[src/rtl/secl_pkg.sv]
// constants for the serial nvm configuration loader
// assumes one 250 MHz system clock and a three-wire serial nvm part outside
package secl_pkg;
	localparam int SECL_CLK_DIV = 256;
	localparam int SECL_HALF_DIV = SECL_CLK_DIV / 2;
	localparam int SECL_WORDS = 8;
	localparam int SECL_WORD_W = 16;
	localparam int SECL_ADDR_W = 6;
	localparam int SECL_CMD_W = 1 + 2 + SECL_ADDR_W;
	localparam logic [1:0] SECL_OP_READ = 2'h2;
	localparam int SECL_SENSE_CYC = 16;
	// default identifier values are arbitrary
	localparam logic [15:0] SECL_DEF_WORD0 = 16'h1234;
	localparam logic [15:0] SECL_DEF_WORD1 = 16'h5678;
	localparam logic [15:0] SECL_DEF_OTHER = 16'h0000;
	// manual control register bit positions
	localparam int SECL_MAN_CLK_BIT = 0;
	localparam int SECL_MAN_CS_BIT = 1;
	localparam int SECL_MAN_WD_BIT = 2;
	localparam int SECL_MAN_RD_BIT = 3;
	localparam logic [3:0] SECL_MAN_RESET = 4'h0;
	typedef enum logic [2:0] {SECL_SENSE, SECL_CMD, SECL_DATA, SECL_GAP, SECL_DONE} secl_state_t;
endpackage

[src/rtl/secl_cfg_mem.sv]
// small register memory holding the loadable configuration words
// assumes one writer; read data is registered
`timescale 1ns/1ps
`default_nettype none
module secl_cfg_mem #(
	parameter int WORDS = 8,
	parameter int WIDTH = 16
) (
	input wire logic clk_sys,
	input wire logic reset_n,
	input wire logic clk_en,
	input wire logic wr_en,
	input wire logic [$clog2(WORDS)-1:0] wr_addr,
	input wire logic [WIDTH-1:0] wr_data,
	input wire logic [$clog2(WORDS)-1:0] rd_addr,
	output logic [WIDTH-1:0] rd_data
);
	import secl_pkg::*;
	logic [WIDTH-1:0] mem_q [WORDS];
	function automatic logic [WIDTH-1:0] def_word(input int idx);
		if (idx == 0)
			return WIDTH'(SECL_DEF_WORD0);
		else if (idx == 1)
			return WIDTH'(SECL_DEF_WORD1);
		return WIDTH'(SECL_DEF_OTHER);
	endfunction
	always_ff @(posedge clk_sys or negedge reset_n) begin
		if (!reset_n) begin
			for (int i = 0; i < WORDS; i++)
				mem_q[i] <= def_word(i);
			rd_data <= '0;
		end else if (clk_en) begin
			if (wr_en)
				mem_q[wr_addr] <= wr_data;
			rd_data <= mem_q[rd_addr];
		end
	end
endmodule
`default_nettype wire

[src/rtl/secl_loader.sv]
// serial nvm configuration loader: automatic fetch after reset, then manual access
// assumes all inputs synchronous to clk_sys and an external pull-up on chip select
`timescale 1ns/1ps
`default_nettype none
module secl_loader #(
	parameter int WORDS = secl_pkg::SECL_WORDS,
	parameter int WORD_W = secl_pkg::SECL_WORD_W
) (
	input wire logic clk_sys,
	input wire logic reset_n,
	input wire logic clk_en,
	input wire logic manual_wr,
	input wire logic [3:0] manual_wdata,
	output logic [3:0] manual_nvm_control_reg,
	output logic nvm_serial_clock,
	output logic nvm_chip_select,
	output logic nvm_chip_select_oe,
	input wire logic nvm_chip_select_in,
	output logic nvm_write_data,
	input wire logic nvm_read_data,
	output logic load_busy,
	output logic load_done,
	output logic nvm_present,
	input wire logic [$clog2(WORDS)-1:0] cfg_rd_addr,
	output logic [WORD_W-1:0] cfg_rd_data
);
	import secl_pkg::*;
	localparam int AW = $clog2(WORDS);
	secl_state_t state_q, state_d;
	logic [7:0] div_q;
	logic sclk_q;
	logic [4:0] bit_q;
	logic [AW-1:0] word_q;
	logic [WORD_W-1:0] shift_q;
	logic [SECL_CMD_W-1:0] cmd_q;
	logic [4:0] sense_q;
	logic present_q;
	logic [2:0] man_q;
	logic rd_q;
	logic cs_q;
	logic wd_q;
	logic mem_wr_q;
	function automatic logic [SECL_CMD_W-1:0] read_cmd(input logic [AW-1:0] w);
		return {1'b1, SECL_OP_READ, SECL_ADDR_W'(w)};
	endfunction

	wire auto_active = (state_q != SECL_DONE);
	wire sense_phase = (state_q == SECL_SENSE);
	wire div_wrap = (div_q == 8'(SECL_HALF_DIV - 1));
	// one rising and one falling serial clock edge per 256 system clocks
	wire sclk_rise = div_wrap && !sclk_q && !sense_phase;
	wire sclk_fall = div_wrap && sclk_q;
	wire last_cmd_bit = (bit_q == 5'(SECL_CMD_W - 1));
	wire last_data_bit = (bit_q == 5'(WORD_W - 1));
	wire last_word = (word_q == AW'(WORDS - 1));
	wire cmd_fall = (state_q == SECL_CMD) && sclk_fall;
	wire data_rise = (state_q == SECL_DATA) && sclk_rise;
	wire data_fall = (state_q == SECL_DATA) && sclk_fall;
	wire gap_fall = (state_q == SECL_GAP) && sclk_fall;
	wire word_end = data_fall && last_data_bit;
	wire first_cmd = sense_phase && (state_d == SECL_CMD);
	wire load_cmd = first_cmd || gap_fall;
	wire [AW-1:0] next_word = sense_phase ? word_q : word_q + AW'(1);
	wire [SECL_CMD_W-1:0] next_cmd = read_cmd(next_word);
	wire man_take = manual_wr && !auto_active;

	always_comb begin
		state_d = state_q;
		case (state_q)
			SECL_SENSE: begin
				if (sense_q == 5'(SECL_SENSE_CYC))
					state_d = nvm_chip_select_in ? SECL_CMD : SECL_DONE;
			end
			SECL_CMD: begin
				if (sclk_fall && last_cmd_bit)
					state_d = SECL_DATA;
			end
			SECL_DATA: begin
				if (sclk_fall && last_data_bit)
					state_d = last_word ? SECL_DONE : SECL_GAP;
			end
			SECL_GAP: begin
				if (sclk_fall)
					state_d = SECL_CMD;
			end
			SECL_DONE: state_d = SECL_DONE;
			default: state_d = SECL_DONE;
		endcase
	end
	always_ff @(posedge clk_sys or negedge reset_n) begin
		if (!reset_n)
			state_q <= SECL_SENSE;
		else if (clk_en)
			state_q <= state_d;
	end

	// the divider rests at zero after the fetch so manual access sees no stray edges
	always_ff @(posedge clk_sys or negedge reset_n) begin
		if (!reset_n)
			div_q <= '0;
		else if (clk_en)
			div_q <= (div_wrap || !auto_active) ? 8'h00 : div_q + 8'h01;
	end

	always_ff @(posedge clk_sys or negedge reset_n) begin
		if (!reset_n)
			sclk_q <= 1'b0;
		else if (clk_en && (sclk_rise || sclk_fall))
			sclk_q <= ~sclk_q;
	end

	always_ff @(posedge clk_sys or negedge reset_n) begin
		if (!reset_n) begin
			sense_q <= '0;
			present_q <= 1'b0;
		end else if (clk_en && sense_phase) begin
			sense_q <= sense_q + 5'h01;
			present_q <= nvm_chip_select_in;
		end
	end

	// one counter serves both phases; it restarts at every phase boundary
	always_ff @(posedge clk_sys or negedge reset_n) begin
		if (!reset_n)
			bit_q <= '0;
		else if (clk_en) begin
			if (load_cmd)
				bit_q <= '0;
			else if (cmd_fall)
				bit_q <= last_cmd_bit ? 5'h00 : bit_q + 5'h01;
			else if (data_fall)
				bit_q <= last_data_bit ? 5'h00 : bit_q + 5'h01;
		end
	end

	always_ff @(posedge clk_sys or negedge reset_n) begin
		if (!reset_n)
			word_q <= '0;
		else if (clk_en && gap_fall)
			word_q <= next_word;
	end

	// the start bit leaves at load time, so the first rising edge already carries it
	always_ff @(posedge clk_sys or negedge reset_n) begin
		if (!reset_n)
			cmd_q <= '0;
		else if (clk_en) begin
			if (load_cmd)
				cmd_q <= {next_cmd[SECL_CMD_W-2:0], 1'b0};
			else if (cmd_fall)
				cmd_q <= {cmd_q[SECL_CMD_W-2:0], 1'b0};
		end
	end

	// command bits change on falling edges so the part sees them settled on rising edges
	always_ff @(posedge clk_sys or negedge reset_n) begin
		if (!reset_n)
			wd_q <= 1'b0;
		else if (clk_en) begin
			if (load_cmd)
				wd_q <= next_cmd[SECL_CMD_W-1];
			else if (cmd_fall)
				wd_q <= cmd_q[SECL_CMD_W-1];
			else if (data_fall)
				wd_q <= 1'b0;
		end
	end

	always_ff @(posedge clk_sys or negedge reset_n) begin
		if (!reset_n)
			shift_q <= '0;
		else if (clk_en && data_rise)
			shift_q <= {shift_q[WORD_W-2:0], nvm_read_data};
	end

	// chip select drops for one serial clock period between words
	always_ff @(posedge clk_sys or negedge reset_n) begin
		if (!reset_n)
			cs_q <= 1'b0;
		else if (clk_en) begin
			if (load_cmd)
				cs_q <= 1'b1;
			else if (word_end)
				cs_q <= 1'b0;
		end
	end

	always_ff @(posedge clk_sys or negedge reset_n) begin
		if (!reset_n)
			mem_wr_q <= 1'b0;
		else if (clk_en)
			mem_wr_q <= word_end;
	end

	// manual register: writes are ignored while the automatic fetch runs
	always_ff @(posedge clk_sys or negedge reset_n) begin
		if (!reset_n)
			man_q <= SECL_MAN_RESET[2:0];
		else if (clk_en && man_take)
			man_q <= manual_wdata[2:0];
	end

	// bit 3 is read-only, so manual_wdata[3] is never stored
	always_ff @(posedge clk_sys or negedge reset_n) begin
		if (!reset_n)
			rd_q <= 1'b0;
		else if (clk_en)
			rd_q <= nvm_read_data;
	end

	secl_cfg_mem #(
		.WORDS(WORDS),
		.WIDTH(WORD_W)
	) u_mem (
		.clk_sys(clk_sys),
		.reset_n(reset_n),
		.clk_en(clk_en),
		.wr_en(mem_wr_q),
		.wr_addr(word_q),
		.wr_data(shift_q),
		.rd_addr(cfg_rd_addr),
		.rd_data(cfg_rd_data)
	);

	assign nvm_serial_clock = auto_active ? sclk_q : man_q[SECL_MAN_CLK_BIT];
	// chip select is released during sensing so the pull-up can be seen
	assign nvm_chip_select = auto_active ? cs_q : man_q[SECL_MAN_CS_BIT];
	assign nvm_chip_select_oe = !sense_phase;
	assign nvm_write_data = auto_active ? wd_q : man_q[SECL_MAN_WD_BIT];
	assign manual_nvm_control_reg = {rd_q, man_q};
	assign load_busy = auto_active;
	assign load_done = !auto_active;
	assign nvm_present = present_q;
endmodule
`default_nettype wire

[config.mk]
export PLATFORM = sky130hd
export DESIGN_NAME = secl_loader
export DESIGN_NICKNAME = d
export VERILOG_FILES = /design/src/rtl/secl_pkg.sv /design/src/rtl/secl_cfg_mem.sv /design/src/rtl/secl_loader.sv
export SDC_FILE = /design/constraint.sdc
export NUM_CORES = 1
export LEC_CHECK = 0
export ABC_AREA = 1
export ABC_CLOCK_PERIOD_IN_PS = 2900
export BUFFER_PORTS_ARGS = -buffer_cell sky130_fd_sc_hd__buf_2
export CORE_ASPECT_RATIO = 2
export CORE_MARGIN = 5
export CORE_UTILIZATION = 40
export DETAILED_ROUTE_END_ITERATION = 16
export PLACE_DENSITY_LB_ADDON = 0.15
export SYNTH_ARGS = -nofsm -noshare
export SYNTH_HDL_FRONTEND = slang
export SYNTH_SLANG_ARGS = --single-unit
[constraint.sdc]
create_clock -name clk_sys -period 2.9 [get_ports clk_sys]
set_input_delay 0.58 -clock clk_sys [delete_from_list [all_inputs] [get_ports clk_sys]]
set_output_delay 0.58 -clock clk_sys [all_outputs]
set_load 0.02 [all_outputs]
# After elaboration in Yosys (flattened, before gate mapping)
# Index checks and enable logic that the tools add are counted.
dict set report word_totals {
  input_bits 13
  out_inout_bits 27
  reg_bits 202
  word_cells 105
}
dict set report op_classes {
  n_eq_ne 10
  n_bitwise 3
  reduce_logical 32
  n_addsub 4
  magnitude_cmp 3
  muxes 30
}
# op count
set op_table {}
lappend op_table {{128-bit bitwise mux} 1}
lappend op_table {{16-bit binary-select mux with 3-bit select} 1}
lappend op_table {{16-bit demux with 3-bit select} 1}
lappend op_table {{16-bit 2-to-1 mux} 3}
lappend op_table {{5-bit 2-to-1 mux} 5}
lappend op_table {{3-bit 2-to-1 mux} 7}
lappend op_table {{1-bit logical AND} 18}
lappend op_table {{9-bit 2-to-1 mux} 2}
lappend op_table {{3-bit one-hot mux with 4 select lines} 1}
lappend op_table {{5-bit by 1-bit adder with 5-bit output (second input constant)} 2}
lappend op_table {{5-bit by 4-bit equality test with 1-bit output (second input constant)} 2}
lappend op_table {{8-bit by 1-bit adder with 8-bit output (second input constant)} 1}
lappend op_table {{8-bit by 7-bit equality test with 1-bit output (second input constant)} 1}
lappend op_table {{4-bit greater-or-equal comparator (second input constant)} 2}
lappend op_table {{1-bit 2-to-1 mux} 8}
lappend op_table {{8-bit 2-to-1 mux} 1}
lappend op_table {{3-bit inverter with 4-bit output} 2}
lappend op_table {{2-bit AND reduction} 4}
lappend op_table {{3-bit by 1-bit equality test with 1-bit output (second input constant)} 2}
lappend op_table {{3-bit by 2-bit equality test with 1-bit output (second input constant)} 2}
lappend op_table {{5-bit equality test (second input constant)} 1}
lappend op_table {{4-bit by 1-bit < comparator with 1-bit output (second input constant)} 1}
lappend op_table {{2-bit nonzero test} 2}
lappend op_table {{3-bit by 1-bit adder with 3-bit output (second input constant)} 1}
lappend op_table {{7 further kinds} 11}

# Logic depth before layout (Yosys ltp)
dict set report logic_depth {
  depth_word 10
  ltp_mapped 11
  ltp_nobuf 11
}

# By module
# Synthesis repeated with hierarchy kept, for this count alone.
dict set report unflattened {
  hier_cells 1212
  hier_area_um2 9735.6
}
# mod area_per_inst_um2 seq_area_each_um2 instances cells_per_inst
set by_module_without_submodules {}
lappend by_module_without_submodules {secl_cfg_mem 6891.6 3619.7 1 873}
lappend by_module_without_submodules {secl_loader 2844.0 1426.4 1 339}

# Least setup slack after synthesis
# Ideal clock, no wire load.
dict set report synth_timing {
  kind {register to output}
  from {register state_q[2]}
  to {output port nvm_chip_select}
  t_arrival_ns 1.353
  required_ns 2.320
  slack_ns 0.967
  n_path_buf 0
  path_stages_with_launch 6
  path_cell_list {dfrtp_1 > inv_1 > nor3_4 > inv_1 > nand2_1 > nand2_1}
}
dict set report synth_via {
  elab_chain_cells 2
}
# element line_no
set synth_rtl {}
lappend synth_rtl {{from (decl)} secl_loader.sv:29} ;# secl_state_t state_q, state_d;
lappend synth_rtl {{from (signal assigned)} secl_loader.sv:94} ;# state_q <= state_d;
lappend synth_rtl {{3-bit inequality test} secl_loader.sv:47} ;# wire auto_active = (state_q != SECL_DONE);
lappend synth_rtl {{via load_busy} secl_loader.sv:21} ;# output logic load_busy,
lappend synth_rtl {{1-bit 2-to-1 mux} secl_loader.sv:227} ;# assign nvm_chip_select = auto_active ? cs_q : man_q[SECL_MAN_CS_BIT];
lappend synth_rtl {{to (decl)} secl_loader.sv:16} ;# output logic nvm_chip_select,
# The timed path passes the listed nets, and every way through them passes these cells.

# Final worst setup path
dict set report layout_timing {
  from {register state_q[2]}
  to {output port nvm_chip_select}
}
dict set report layout_via {
  elab_chain_cells 2
}
# element line_no
set layout_rtl {}
lappend layout_rtl {{3-bit inequality test} secl_loader.sv:47}
lappend layout_rtl {{1-bit 2-to-1 mux} secl_loader.sv:227}
# Every way passes these cells.

==> metrics list <==
* Status: complete, no violations
- For the worst flop-to-flop path, the logic depth is 9.
- In the final layout, the multi-input gates occupy 3600 µm².
* Post-Route Utilization: 0.455
- Clock transition at the registers of the reported paths: 0.07 ns
- Number of antenna violations at the first check in global routing: 0
* Later-pin clock latency in the skew report: 0.50 ns
* Final RePlAce weighted congestion: 0.776
* Category of the worst setup path launch point: register
* Minimum clock period: 2.48 ns
* Estimated wirelength of the detail-placed design: 14.3 mm
- Share of synthesized flip-flops with an asynchronous set or reset: 1.00
- Critical Path End: nvm_chip_select
- The most critical setup path has its startpoint at state_q[2]$_DFFE_PN0P_.
* Area taken by flip-flops and latches: 5050 µm²
- Once the clock tree was built, the setup fixing pass inserted 0 buffers.
- Critical path arrival: 1.90 ns
- Number of nets produced by synthesis: 1122
- Post-route total power: 6.82 mW
- The layout has 2321 filler cells.
- STA classifies the critical path endpoint as a primary output.
- Count of clock tree sinks: 201
- After global routing the overflow that remains totals 0.
- Largest vdd supply drop: 0.574 mV
* GRT Total Usage: 0.173
- Post-CTS resize count: 0
* Die Outline Area: 26700 µm²
* Worst slew pin tran: 0.833 ns
- In this run the vertical extent of the chip is 226 µm.
* Hold/Removal Path Class: in2async
* Pwr Density: 648 nW/µm²
* Via count of the first global-routing pass: 7148
- Row generation in the floorplan step produced 79 rows.
* LEAKAGE: 4.79 nW
- In this run the standard cell core region covers 23100 µm².
- Of all nets on the critical path, the largest fanout is 8.
- Across the run, the number of max-cap violations was 0.
* Most used DFF post-synth: sky130_fd_sc_hd__dfrtp_1
- Net total in the final layout: 1143
- Endpoint of the worst register-to-register path: shift_q[1]$_DFFE_PN0P_
* Fin. Hold Viols: 0
- Die Width: 118 µm
- The number of max-slew violations in the final report came to 0.
- Distinct cell type count of the synthesized netlist: 35
- H-tree depth: 1
- The routed design has 22.6 mm of wire.
* Worst clock skew: 0.0198 ns
- Sequential-to-total area share from yosys stat: 0.539
- During I/O placement, the number of pins put on the boundary was 40.
- TritonCTS built the clock tree.
* Highest achievable clock rate: 403 MHz
- Entering global routing, the biggest net connects 129 pins.
* Crit Path Class: reg2out
* Input/output buffers: 38
- Setup_tns: 0 ns
* Wire length of the first global-routing pass: 37.8 mm
* Ratio of cells with drive above 1 in the final layout: 0.130
* Master cell of the clock root buffer: sky130_fd_sc_hd__clkbuf_16
- The setup check on the worst reg-to-reg path leaves a slack of 1.00 ns.
- Share of the clock period used by the worst path after layout: 0.855
* FF+latch count, synth: 201
* Vias: 7214
- DP Worst Slack: 0.802 ns
* Starting density of the core: 0.405
* Endpoint required time on the critical path: 2.32 ns
- Launching point of the worst reg2reg path: div_q[0]$_DFFE_PN0P_
- Least setup slack across all paths after layout: 0.420 ns
- Synthesis handed over a netlist of 1100 instances.
- Relative slew slack: 0.444
* Drt via density: 5.09
- Starting DRC count in detailed routing: 540
- Area growth syn-to-layout: 12.4%
- Number of enable-type register cells in the synthesized netlist: 0
- Routed len/inst: 15.9 µm
* Pre-antenna DRT Iters: 7
- 0 antenna diodes ended up in the layout.
- # DRC: 0
- In this run the deepest clock path goes through 3 buffers.
* Syn. warnings: 0
- Leaving out fill and tap cells, the most frequent cells in the layout are sky130_fd_sc_hd__nand2_1, sky130_fd_sc_hd__dfrtp_1, sky130_fd_sc_hd__o21ai_0.
- Final setup viols: 0
- Summing every instance area after synthesis gives 9360 µm².
- Syn Area/Cell: 8.51 µm²
* ANT nets after route: 0
- The library cell used most frequently in the layout, excluding fill and tap cells, is sky130_fd_sc_hd__nand2_1.
* Total clock buffers created by CTS: 20
- Unrepaired setup endpoints after global routing: false
- Number of hold buffers added after CTS: 0
[where the power goes]
group | switching [mW] | internal, mW | leakage, nW
clock | 1.12 | 1.53 | 0.325
combinational | 0.669 | 0.344 | 1.78
sequential | 0.168 | 2.99 | 2.68
total | 1.96 | 4.86 | 4.79
[final cells by class]
class / count / share of cell area
clock inverter: 7 / 0.00725
multi-input combinational: 721 / 0.342
inverter: 119 / 0.0425
clock buffer: 29 / 0.0566
tap: 283 / 0.0337
timing repair buffer: 58 / 0.0382
sequential: 201 / 0.480
[state kept, by name (all words and copies together) (netlist names)]
signal         flops
sclk_q             1
sense_q            5
shift_q           16
u_mem.mem_q      128
cmd_q              8
nvm_present        1
bit_q              5
rd_q               1
state_q            3
mem_wr_q           1
div_q              8
u_mem.rd_data     16
man_q              3
cs_q               1
wd_q               1
word_q             3
[cell families (layout without fill, tap and decap cells)]
group	after synthesis	after routing	synth area share
mux	3	3	0.00361
buf+inv	178	213	0.0759
fa+ha+maj	9	9	0.0120
xor+xnor	9	9	0.00842
compound gates	265	265	0.158
flops	201	201	0.539
simple gates	435	435	0.203
[routing by layer]
metal	part of all wire	wire, µm	track usage
met3	0.027	608	0.0187
met2	0.53	11900	0.314
met1	0.42	9570	0.214
met4	0.021	475	0.0556
met5	0	0	0
[metrics by stage]
step,std cells,hold WS (ns),instance area (µm²)
floorplan,1100,0.284,9360
global placement,1382,0.459,9850
CTS,1418,0.134,10500
detailed placement,1382,0.462,9850
finish,1418,0.111,10500
global route,1418,0.159,10500
[cell usage after synthesis, types with 5 or more instances]
cell type	count	share of area
sky130_fd_sc_hd__nand2_1	302	0.12
sky130_fd_sc_hd__dfrtp_1	188	0.50
sky130_fd_sc_hd__o21ai_0	171	0.091
sky130_fd_sc_hd__inv_1	113	0.045
sky130_fd_sc_hd__nand3_1	81	0.043
sky130_fd_sc_hd__a21oi_1	42	0.022
sky130_fd_sc_hd__clkbuf_1	38	0.015
sky130_fd_sc_hd__o211ai_1	32	0.026
sky130_fd_sc_hd__nor2_1	26	0.010
sky130_fd_sc_hd__o21ai_2	17	0.016
sky130_fd_sc_hd__dfstp_2	13	0.037
sky130_fd_sc_hd__buf_1	11	0.0044
sky130_fd_sc_hd__ha_1	9	0.012
sky130_fd_sc_hd__xor2_1	7	0.0066
sky130_fd_sc_hd__inv_2	6	0.0024
sky130_fd_sc_hd__nand4_1	5	0.0033
[worst max-delay path, stage by stage (launching register included)]
cell and delay (ns):
sky130_fd_sc_hd__dfrtp_1 0.51, sky130_fd_sc_hd__inv_1 0.12, sky130_fd_sc_hd__nor3_4 0.36, sky130_fd_sc_hd__inv_1 0.13
sky130_fd_sc_hd__nand2_1 0.08, sky130_fd_sc_hd__nand2_1 0.04, sky130_fd_sc_hd__buf_2 0.15
[how the worst min path moves through the flow]
stage	startpoint	endpoint	slack, ns	cells after the start
final	reset_n	rd_q$_DFFE_PN0P_	0.11	1
after global routing	reset_n	shift_q[1]$_DFFE_PN0P_	0.16	1
after CTS	reset_n	rd_q$_DFFE_PN0P_	0.13	1
after detailed placement	cmd_q[3]$_DFFE_PN0P_	cmd_q[4]$_DFFE_PN0P_	0.46	2
after global placement	cmd_q[3]$_DFFE_PN0P_	cmd_q[4]$_DFFE_PN0P_	0.46	2
after floorplan	reset_n	bit_q[0]$_DFFE_PN0P_	0.28	0
(Power assumes the default switching activity.)
